==> src/include/csf_pkg.sv <==
// constants shared by the cipher status flag block
`default_nettype none
package csf_pkg;
	// ****************************************
	// register map (byte addresses)
	// ****************************************
	localparam logic [7:0]  CSF_CTRL_OFS       = 8'h00;
	localparam logic [7:0]  CSF_STATUS_OFS     = 8'h1c;
	localparam logic [7:0]  CSF_IRQ_STAT_OFS   = 8'h20;
	localparam logic [7:0]  CSF_IRQ_MASK_OFS   = 8'h24;
	localparam int          CSF_ADDR_W         = 8;
	localparam logic [31:0] CSF_STATUS_RST     = 32'h0000_0000;
	// ****************************************
	// field positions
	// ****************************************
	localparam int          CSF_SOFT_RESET_BIT = 0;
	localparam int          CSF_OUT_READY_BIT  = 0;
	localparam int          CSF_SEEN_BIT       = 8;
	localparam int          CSF_TYPE_LSB       = 12;
	localparam int          CSF_TYPE_MSB       = 15;
	localparam int          CSF_TAG_READY_BIT  = 16;
	// interrupt status and mask layout
	localparam int          CSF_IRQ_N          = 3;
	localparam int          CSF_IRQ_OUT_BIT    = 0;
	localparam int          CSF_IRQ_BAD_BIT    = 1;
	localparam int          CSF_IRQ_TAG_BIT    = 2;
	// ****************************************
	// access type codes
	// ****************************************
	localparam int          CSF_HIT_N          = 6;
	localparam logic [3:0]  CSF_TYPE_RST       = 4'h0;
	localparam logic [3:0]  CSF_INPUT_WRITE_WHILE_BUSY  = 4'h0;
	localparam logic [3:0]  CSF_OUTPUT_READ_WHILE_BUSY  = 4'h1;
	localparam logic [3:0]  CSF_CONFIG_WRITE_WHILE_BUSY = 4'h2;
	localparam logic [3:0]  CSF_OUTPUT_READ_IN_SUBKEY   = 4'h3;
	localparam logic [3:0]  CSF_CONFIG_WRITE_IN_SUBKEY  = 4'h4;
	localparam logic [3:0]  CSF_WRITE_ONLY_READ         = 4'h5;
	localparam logic [1:0]  CSF_START_MODE_CHECKED      = 2'h2;
endpackage
`default_nettype wire

==> src/include/csf_reg_if.sv <==
// internal register access carrier between bus slave and register file
`timescale 1ns/1ps
`default_nettype none
interface csf_reg_if;
	logic        wr;
	logic        rd;
	logic [7:0]  addr;
	logic [31:0] wdata;
	logic [31:0] rdata;
	logic        mapped;
	modport bus  (output wr, rd, addr, wdata, input rdata, mapped);
	modport regs (input wr, rd, addr, wdata, output rdata, mapped);
endinterface
`default_nettype wire

==> src/rtl/csf_apb_slave.sv <==
// apb slave front end with one wait state and registered answer
`timescale 1ns/1ps
`default_nettype none
module csf_apb_slave
	import csf_pkg::*;
(
	// clock and reset
	input  wire logic        ref_clk_i,
	input  wire logic        rstn_i,
	input  wire logic        ce_i,
	// apb
	input  wire logic        psel_i,
	input  wire logic        penable_i,
	input  wire logic        pwrite_i,
	input  wire logic [7:0]  paddr_i,
	input  wire logic [31:0] pwdata_i,
	output logic             pready_o,
	output logic [31:0]      prdata_o,
	output logic             pslverr_o,
	// register side
	csf_reg_if.bus           rif
);
	wire access_wait = psel_i & penable_i & ~pready_o;
	wire access_done = psel_i & penable_i & pready_o;

	// effects land only on the completing edge
	assign rif.wr    = access_done & pwrite_i & ce_i;
	assign rif.rd    = access_done & ~pwrite_i & ce_i;
	assign rif.addr  = paddr_i;
	assign rif.wdata = pwdata_i;

	always_ff @(posedge ref_clk_i or negedge rstn_i) begin
		if (!rstn_i) begin
			pready_o  <= 1'b0;
			prdata_o  <= 32'h0000_0000;
			pslverr_o <= 1'b0;
		end else if (ce_i) begin
			pready_o  <= access_wait;
			prdata_o  <= (access_wait & ~pwrite_i & rif.mapped) ? rif.rdata : 32'h0000_0000;
			pslverr_o <= access_wait & ~rif.mapped;
		end
	end
endmodule
`default_nettype wire

==> src/rtl/csf_irq.sv <==
// sticky interrupt status with write-one-to-clear and mask
`timescale 1ns/1ps
`default_nettype none
module csf_irq #(
	parameter int N = 3
) (
	// clock and reset
	input  wire logic         ref_clk_i,
	input  wire logic         rstn_i,
	input  wire logic         ce_i,
	// events and software access
	input  wire logic [N-1:0] event_i,
	input  wire logic         stat_wr_i,
	input  wire logic         mask_wr_i,
	input  wire logic [N-1:0] wdata_i,
	// state
	output logic      [N-1:0] stat_o,
	output logic      [N-1:0] mask_o,
	output logic              irq_o
);
	// set beats a write-one-to-clear in the same cycle
	logic [N-1:0] next_stat;

	genvar g;
	for (g = 0; g < N; g++) begin : g_bit
		assign next_stat[g] = event_i[g] | (stat_o[g] & ~(stat_wr_i & wdata_i[g]));
	end

	// one process owns each vector, so no bit has two writers
	always_ff @(posedge ref_clk_i or negedge rstn_i) begin
		if (!rstn_i) begin
			stat_o <= '0;
			mask_o <= '0;
		end else if (ce_i) begin
			stat_o <= next_stat;
			if (mask_wr_i) begin
				mask_o <= wdata_i;
			end
		end
	end

	always_ff @(posedge ref_clk_i or negedge rstn_i) begin
		if (!rstn_i) begin
			irq_o <= 1'b0;
		end else if (ce_i) begin
			irq_o <= |(stat_o & mask_o);
		end
	end
endmodule
`default_nettype wire

==> src/rtl/csf_top.sv <==
// cipher status flags and disallowed access detection
//
// Contract
// - the tag-ready flag (status bit 16) rises once tag generation completes; clear means no valid tag.
// - the tag-ready flag falls on a tag register read, a new processing start or a new key write.
// - a 4-bit access-type field (status 15:12) is overwritten by each new disallowed access.
// - codes 0, 1, 2 mark input write in start mode 2, output read, config write during processing.
// - codes 3, 4, 5 mark output read and config write in sub-key generation, and write-only reads.
// - the access-type field clears only on the soft reset command, never on a status read.
// - the access-seen flag (status bit 8) sets on any disallowed access and clears on soft reset.
//
// Chosen here: the APB interface to the registers.
`timescale 1ns/1ps
`default_nettype none
module csf_top
	import csf_pkg::*;
(
	// clock, reset, enable
	input  wire logic        ref_clk_i,
	input  wire logic        rstn_i,
	input  wire logic        ce_i,
	// apb
	input  wire logic        psel_i,
	input  wire logic        penable_i,
	input  wire logic        pwrite_i,
	input  wire logic [7:0]  paddr_i,
	input  wire logic [31:0] pwdata_i,
	output logic             pready_o,
	output logic [31:0]      prdata_o,
	output logic             pslverr_o,
	// engine state
	input  wire logic        busy_i,
	input  wire logic        subkey_i,
	input  wire logic [1:0]  start_mode_select_i,
	// engine events, one-cycle pulses
	input  wire logic        tag_done_i,
	input  wire logic        tag_read_i,
	input  wire logic        run_start_i,
	input  wire logic        key_write_i,
	input  wire logic        run_done_i,
	input  wire logic        output_read_i,
	// engine register accesses, one-cycle pulses
	input  wire logic        input_write_i,
	input  wire logic        output_read_acc_i,
	input  wire logic        config_write_i,
	input  wire logic        write_only_read_i,
	// flags and commands
	output logic             tag_ready_flag_o,
	output logic             output_ready_flag_o,
	output logic             bad_access_seen_o,
	output logic [3:0]       bad_access_type_o,
	output logic             soft_reset_cmd_o,
	output logic             irq_o
);
	// ****************************************
	// bus slave
	// ****************************************
	csf_reg_if rif ();

	csf_apb_slave u_apb (
		.ref_clk_i (ref_clk_i),
		.rstn_i    (rstn_i),
		.ce_i      (ce_i),
		.psel_i    (psel_i),
		.penable_i (penable_i),
		.pwrite_i  (pwrite_i),
		.paddr_i   (paddr_i),
		.pwdata_i  (pwdata_i),
		.pready_o  (pready_o),
		.prdata_o  (prdata_o),
		.pslverr_o (pslverr_o),
		.rif       (rif.bus)
	);

	// ****************************************
	// address decode
	// ****************************************
	wire sel_ctrl     = (rif.addr == CSF_CTRL_OFS);
	wire sel_status   = (rif.addr == CSF_STATUS_OFS);
	wire sel_irq_stat = (rif.addr == CSF_IRQ_STAT_OFS);
	wire sel_irq_mask = (rif.addr == CSF_IRQ_MASK_OFS);

	assign rif.mapped = sel_ctrl | sel_status | sel_irq_stat | sel_irq_mask;

	// status is read-only: writes to it are accepted and dropped
	wire soft_rst     = rif.wr & sel_ctrl & rif.wdata[CSF_SOFT_RESET_BIT];
	wire irq_stat_wr  = rif.wr & sel_irq_stat;
	wire irq_mask_wr  = rif.wr & sel_irq_mask;
	wire status_rd    = rif.rd & sel_status;

	// ****************************************
	// disallowed access detection
	// ****************************************
	logic [CSF_HIT_N-1:0] hit;

	assign hit[0] = busy_i & input_write_i
		& (start_mode_select_i == CSF_START_MODE_CHECKED);
	assign hit[1] = busy_i & output_read_acc_i;
	assign hit[2] = busy_i & config_write_i;
	assign hit[3] = subkey_i & output_read_acc_i;
	assign hit[4] = subkey_i & config_write_i;
	assign hit[5] = write_only_read_i;

	wire any_hit = |hit;

	// lowest code wins when two accesses land in one cycle
	logic [3:0] hit_code;
	always_comb begin
		hit_code = CSF_TYPE_RST;
		for (int i = CSF_HIT_N - 1; i >= 0; i--) begin
			if (hit[i]) hit_code = 4'(i);
		end
	end

	// ****************************************
	// next flag values
	// ****************************************
	// a detected event wins over any clear in the same cycle
	wire tag_clear = tag_read_i | run_start_i | key_write_i | soft_rst;

	wire       next_tag_ready    = tag_done_i | (tag_ready_flag_o & ~tag_clear);
	wire       next_output_ready = run_done_i
		| (output_ready_flag_o & ~(output_read_i | run_start_i | soft_rst));
	wire       next_seen         = any_hit | (bad_access_seen_o & ~soft_rst);
	wire [3:0] next_type         = any_hit ? hit_code
		: (soft_rst ? CSF_TYPE_RST : bad_access_type_o);

	// ****************************************
	// flag registers
	// ****************************************
	always_ff @(posedge ref_clk_i or negedge rstn_i) begin
		if (!rstn_i) begin
			tag_ready_flag_o    <= 1'b0;
			output_ready_flag_o <= 1'b0;
			bad_access_seen_o   <= 1'b0;
			bad_access_type_o   <= CSF_TYPE_RST;
			soft_reset_cmd_o    <= 1'b0;
		end else if (ce_i) begin
			tag_ready_flag_o    <= next_tag_ready;
			output_ready_flag_o <= next_output_ready;
			bad_access_seen_o   <= next_seen;
			bad_access_type_o   <= next_type;
			soft_reset_cmd_o    <= soft_rst;
		end
	end

	// ****************************************
	// interrupts
	// ****************************************
	logic [CSF_IRQ_N-1:0] irq_event;
	logic [CSF_IRQ_N-1:0] irq_stat;
	logic [CSF_IRQ_N-1:0] irq_mask;

	assign irq_event[CSF_IRQ_OUT_BIT] = run_done_i;
	assign irq_event[CSF_IRQ_BAD_BIT] = any_hit;
	assign irq_event[CSF_IRQ_TAG_BIT] = tag_done_i;

	csf_irq #(
		.N (CSF_IRQ_N)
	) u_irq (
		.ref_clk_i (ref_clk_i),
		.rstn_i    (rstn_i),
		.ce_i      (ce_i),
		.event_i   (irq_event),
		.stat_wr_i (irq_stat_wr),
		.mask_wr_i (irq_mask_wr),
		.wdata_i   (rif.wdata[CSF_IRQ_N-1:0]),
		.stat_o    (irq_stat),
		.mask_o    (irq_mask),
		.irq_o     (irq_o)
	);

	// ****************************************
	// read mux
	// ****************************************
	logic [31:0] status_word;
	always_comb begin
		status_word = CSF_STATUS_RST;
		status_word[CSF_TAG_READY_BIT]            = tag_ready_flag_o;
		status_word[CSF_TYPE_MSB:CSF_TYPE_LSB]    = bad_access_type_o;
		status_word[CSF_SEEN_BIT]                 = bad_access_seen_o;
		status_word[CSF_OUT_READY_BIT]            = output_ready_flag_o;
	end

	// control is write-only and reads as zero
	assign rif.rdata = sel_status   ? status_word
		: sel_irq_stat ? {{(32-CSF_IRQ_N){1'b0}}, irq_stat}
		: sel_irq_mask ? {{(32-CSF_IRQ_N){1'b0}}, irq_mask}
		: 32'h0000_0000;
endmodule
`default_nettype wire

==> config.mk <==
export PLATFORM = sky130hd
export DESIGN_NAME = csf_top
export DESIGN_NICKNAME = d
export VERILOG_FILES = /design/src/include/csf_pkg.sv /design/src/include/csf_reg_if.sv /design/src/rtl/csf_apb_slave.sv /design/src/rtl/csf_irq.sv /design/src/rtl/csf_top.sv
export SDC_FILE = /design/constraint.sdc
export NUM_CORES = 1
export LEC_CHECK = 0
export BUFFER_PORTS_ARGS = -buffer_cell sky130_fd_sc_hd__buf_2
export CAP_MARGIN = 20
export CORE_MARGIN = 1
export CORE_UTILIZATION = 36
export CTS_CLUSTER_SIZE = 12
export DETAILED_ROUTE_END_ITERATION = 12
export GPL_TIMING_DRIVEN = 1
export PLACE_DENSITY = 0.87
export SLEW_MARGIN = 20
export SYNTH_ARGS = -nofsm -noshare
export SYNTH_HDL_FRONTEND = slang
export SYNTH_SLANG_ARGS = --single-unit
export TNS_END_PERCENT = 10
==> constraint.sdc <==
create_clock -name ref_clk_i -period 1.28 [get_ports ref_clk_i]
set_input_delay 0.128 -clock ref_clk_i [delete_from_list [all_inputs] [get_ports ref_clk_i]]
set_output_delay 0.128 -clock ref_clk_i [all_outputs]
set_load 0.005 [all_outputs]
==> flow_summary.toml <==
[place]
gp_routability_congestion = 0.886
hpwl_mm = 2.67
io_buffers = 48

[job]
drv_cap = 0

[route]
met2_length_mm = 1.82
via_count = 1229
highest_layer = "met4"
wl_met1_mm = 1.47
vias_per_cell = 4.96
ant_nets = 0
drc = 0
drt_iter0_drc = 39
avgRoutedWirePerCell_um = 14.2
wl_met3_um = 145
wirelength_mm = 3.51
drtPass1Iterations = 4

[power]
power.leakage_nw = 0.934
finalPower_mw = 1.54
powerDensity_nw_per_um2 = 848
ir_drop_v = 0.000406

[sta]
fin_ws_ns = -0.131
max_freq_mhz = 709
fin_skew_ns = 0.00664
period_share_pct = 110
hold_violations = 0
maxSlewViolCount = 0
relSlewSlack_pct = 64.2
setup_violations = 16
tightestPinTransition_ns = 0.538
rsz0062_at_grt = "true"
setup_tns_ns = -1.17
final.min_clock_period_ns = 1.41

[worst_setup_path]
r2r_start = "u_apb.pready_o"
worstSetupEndpointType = "flop"
cp.required_ns = 1.48
critPathSlowestCell = "dfrtp_1"
crit_buf_inv = 0
reg2reg_slack_ns = -0.13
crit_end = "u_apb.prdata_o[8]"
critPathTopFamily = "simple AND/OR/NAND/NOR gates"
worstSetupStartpoint = "u_apb.pready_o"
r2r_end = "u_apb.prdata_o[8]"
worst_r2r_path_depth = 4
cp_max_fo = 5
path_class = "reg -> reg"
cp_slowest_stage_delay_ns = 0.40
critical_path.cell_chain = "nand4b_1, or2_4, nor3_4, a22o_1"
critPathArrivalTime_ns = 1.61
cp_num_cells = 4
start_kind = "flop"

[finish]
multi_input_area_sq_um = 688
fin_nets = 262
area_growth_pct = 30.4
n_antenna_cell = 0
fillCellCount = 352
drive_gt1_share_pct = 44.0
seq_area_sq_um = 601

[clock_network]
cts_tree = "built"
h-tree-depth = 1
clk_pin_slew_ns = 0.08
clkLatencyLatePin_ns = 0.26
cts_root_buf = "clkbuf_8"
numClockSinks = 24
cts.path.max_buffers = 2
cts_buffers = 3

[die]
rows = 22
dieWidth_um = 64.1
die_h_um = 64.1
fp.dieArea_sq_um = 4110
start_util_pct = 37.7
pin_count = 103
core_area_sq_um = 3690

[synth]
synthCells = 133
synth_seq_cells = 24
yosys.area.top_type = "dfrtp_1"
avgSynthCellArea_sq_um = 10.5
synth.distinct_cells = 37
synth_top_area_share_pct = 43.2
synth.cell_area_sq_um = 1390
ys_seq_area_share_pct = 43.2
yosys_warnings = 0
synth.area.top_cells = "dfrtp_1, buf_4, a22o_1"

[grt]
grt_max_degree = 25
grt_pass1_wl_mm = 5.59
antenna_found_initial = 0
overflow = 0
track_usage_pct = 17.7
grt_pass1_vias = 1247

[outcome]
failed_checks = "negative setup slack"
status = "finished with violations"

[hold_path]
hp-class = "in -> reg"
-- worst reg2reg max path, cell delays in order, from the launching register on --
cell,delay (ns)
dfrtp_1,0.40
nand4b_1,0.20
or2_4,0.27
nor3_4,0.30
a22o_1,0.18
-- worst min path at each step --
stage	slack, ns	start	cells past startpoint	to
4_1_cts	0.10	tag_done_i	2	tag_ready_flag_o
6_report	0.09	tag_done_i	2	tag_ready_flag_o
2_1_floorplan	-0.17	rstn_i	0	bad_access_seen_o
3_3_place_gp	0.13	rstn_i	1	u_apb.prdata_o[1]
5_1_grt	0.10	tag_done_i	2	tag_ready_flag_o
3_5_place_dp	0.14	rstn_i	1	u_apb.prdata_o[1]
-- what timing repair did --
action                     4_1_cts  5_1_grt
setup endpoints to repair       19       19
gates resized for setup          5        2
gates cloned                     0        0
pin swaps                        9        4
hold buffers                     1        0
buffers inserted                 1        2
hold endpoints to repair        24        0
-- final cells by class --
| class | instances | share of cell area (%) |
|---|---|---|
| timing repair buffer | 69 | 22.1 |
| inverter | 6 | 1.24 |
| clock buffer | 3 | 2.28 |
| multi-input combinational | 98 | 38.0 |
| tap | 48 | 3.31 |
| sequential | 24 | 33.1 |
-- through the flow --
step           worst slack (ns)  instance area [sq um]  hold WS [ns]  std cells  util (%)
2_1_floorplan           -0.0447                   1480        -0.168        157         -
3_3_place_gp             -0.196                   1700         0.126        241      46.0
3_5_place_dp             -0.282                   1700         0.137        241      46.0
4_1_cts                  -0.116                   1790         0.100        246      48.5
5_1_grt                  -0.201                   1810         0.104        248      49.2
6_report                 -0.131                   1810        0.0930        248      49.2
-- per-layer routing --
layer	up-vias	global-route usage (%)
met4	0	8.33
met1	606	21.5
li1	568	-
met5	-	0
met3	8	1.96
met2	47	31.0
-- kinds of logic after synthesis --
logic type             Yosys count  synth area share, %
AOI/OAI and AO/OA               37                 20.3
other                            1                0.270
buffers and inverters           35                 17.1
muxes                            7                 5.31
and+or+nand+nor                 29                 13.8
DFF                             24                 43.2
-- sequential cells by signal (all words and copies together) (netlist names) --
signal and cells:
output_ready_flag_o 1, u_apb.pslverr_o 1, u_apb.pready_o 1, u_irq.irq_o 1, bad_access_type_o 3, bad_access_seen_o 1, u_apb.prdata_o 8, tag_ready_flag_o 1
u_irq.stat_o 3, u_irq.mask_o 3, soft_reset_cmd_o 1
-- Yosys cell counts --
master     instances
o21ai_0            7
nor3_2             1
o2bb2ai_1          2
o31a_1             1
or4_4              1
a222oi_1           1
o31ai_1            1
and4b_1            1
or2_2              1
nor3_4             1
a32o_1             3
buf_4             26
buf_6              1
mux2i_1            4
nand2_1            7
nor2_1             6
mux2_2             3
nor4_4             1
o21a_1             1
buf_2              1
a31o_2             1
a21oi_1            3
nand4b_1           2
or3b_2             1
nand3_1            3
nand3b_1           1
nor4_1             1
inv_1              6
nor2b_1            1
a22o_1             8
nand4_1            1
conb_1             1
dfrtp_1           24
o32ai_1            2
a21o_1             5
o41ai_1            2
clkbuf_1           1
-- placed cells by master (no fill, tap or decap), types with 2 or more instances in the layout --
cell type,count
buf_2,48
conb_1,25
dfrtp_1,24
buf_4,20
a22o_1,8
nand2_1,7
o21ai_0,7
inv_1,6
nor2_1,5
a21o_1,5
mux2i_1,4
a32o_1,3
a21oi_1,3
mux2_2,3
clkbuf_8,3
o41ai_2,2
nand4b_1,2
o2bb2ai_1,2
nand3_1,2
o32ai_2,2
-- report_power, final --
part	switching (mW)	total [mW]	internal [mW]
Sequential	0.0252	0.811	0.786
Combinational	0.152	0.296	0.143
Clock	0.220	0.430	0.210
(Power assumes the default switching activity.)
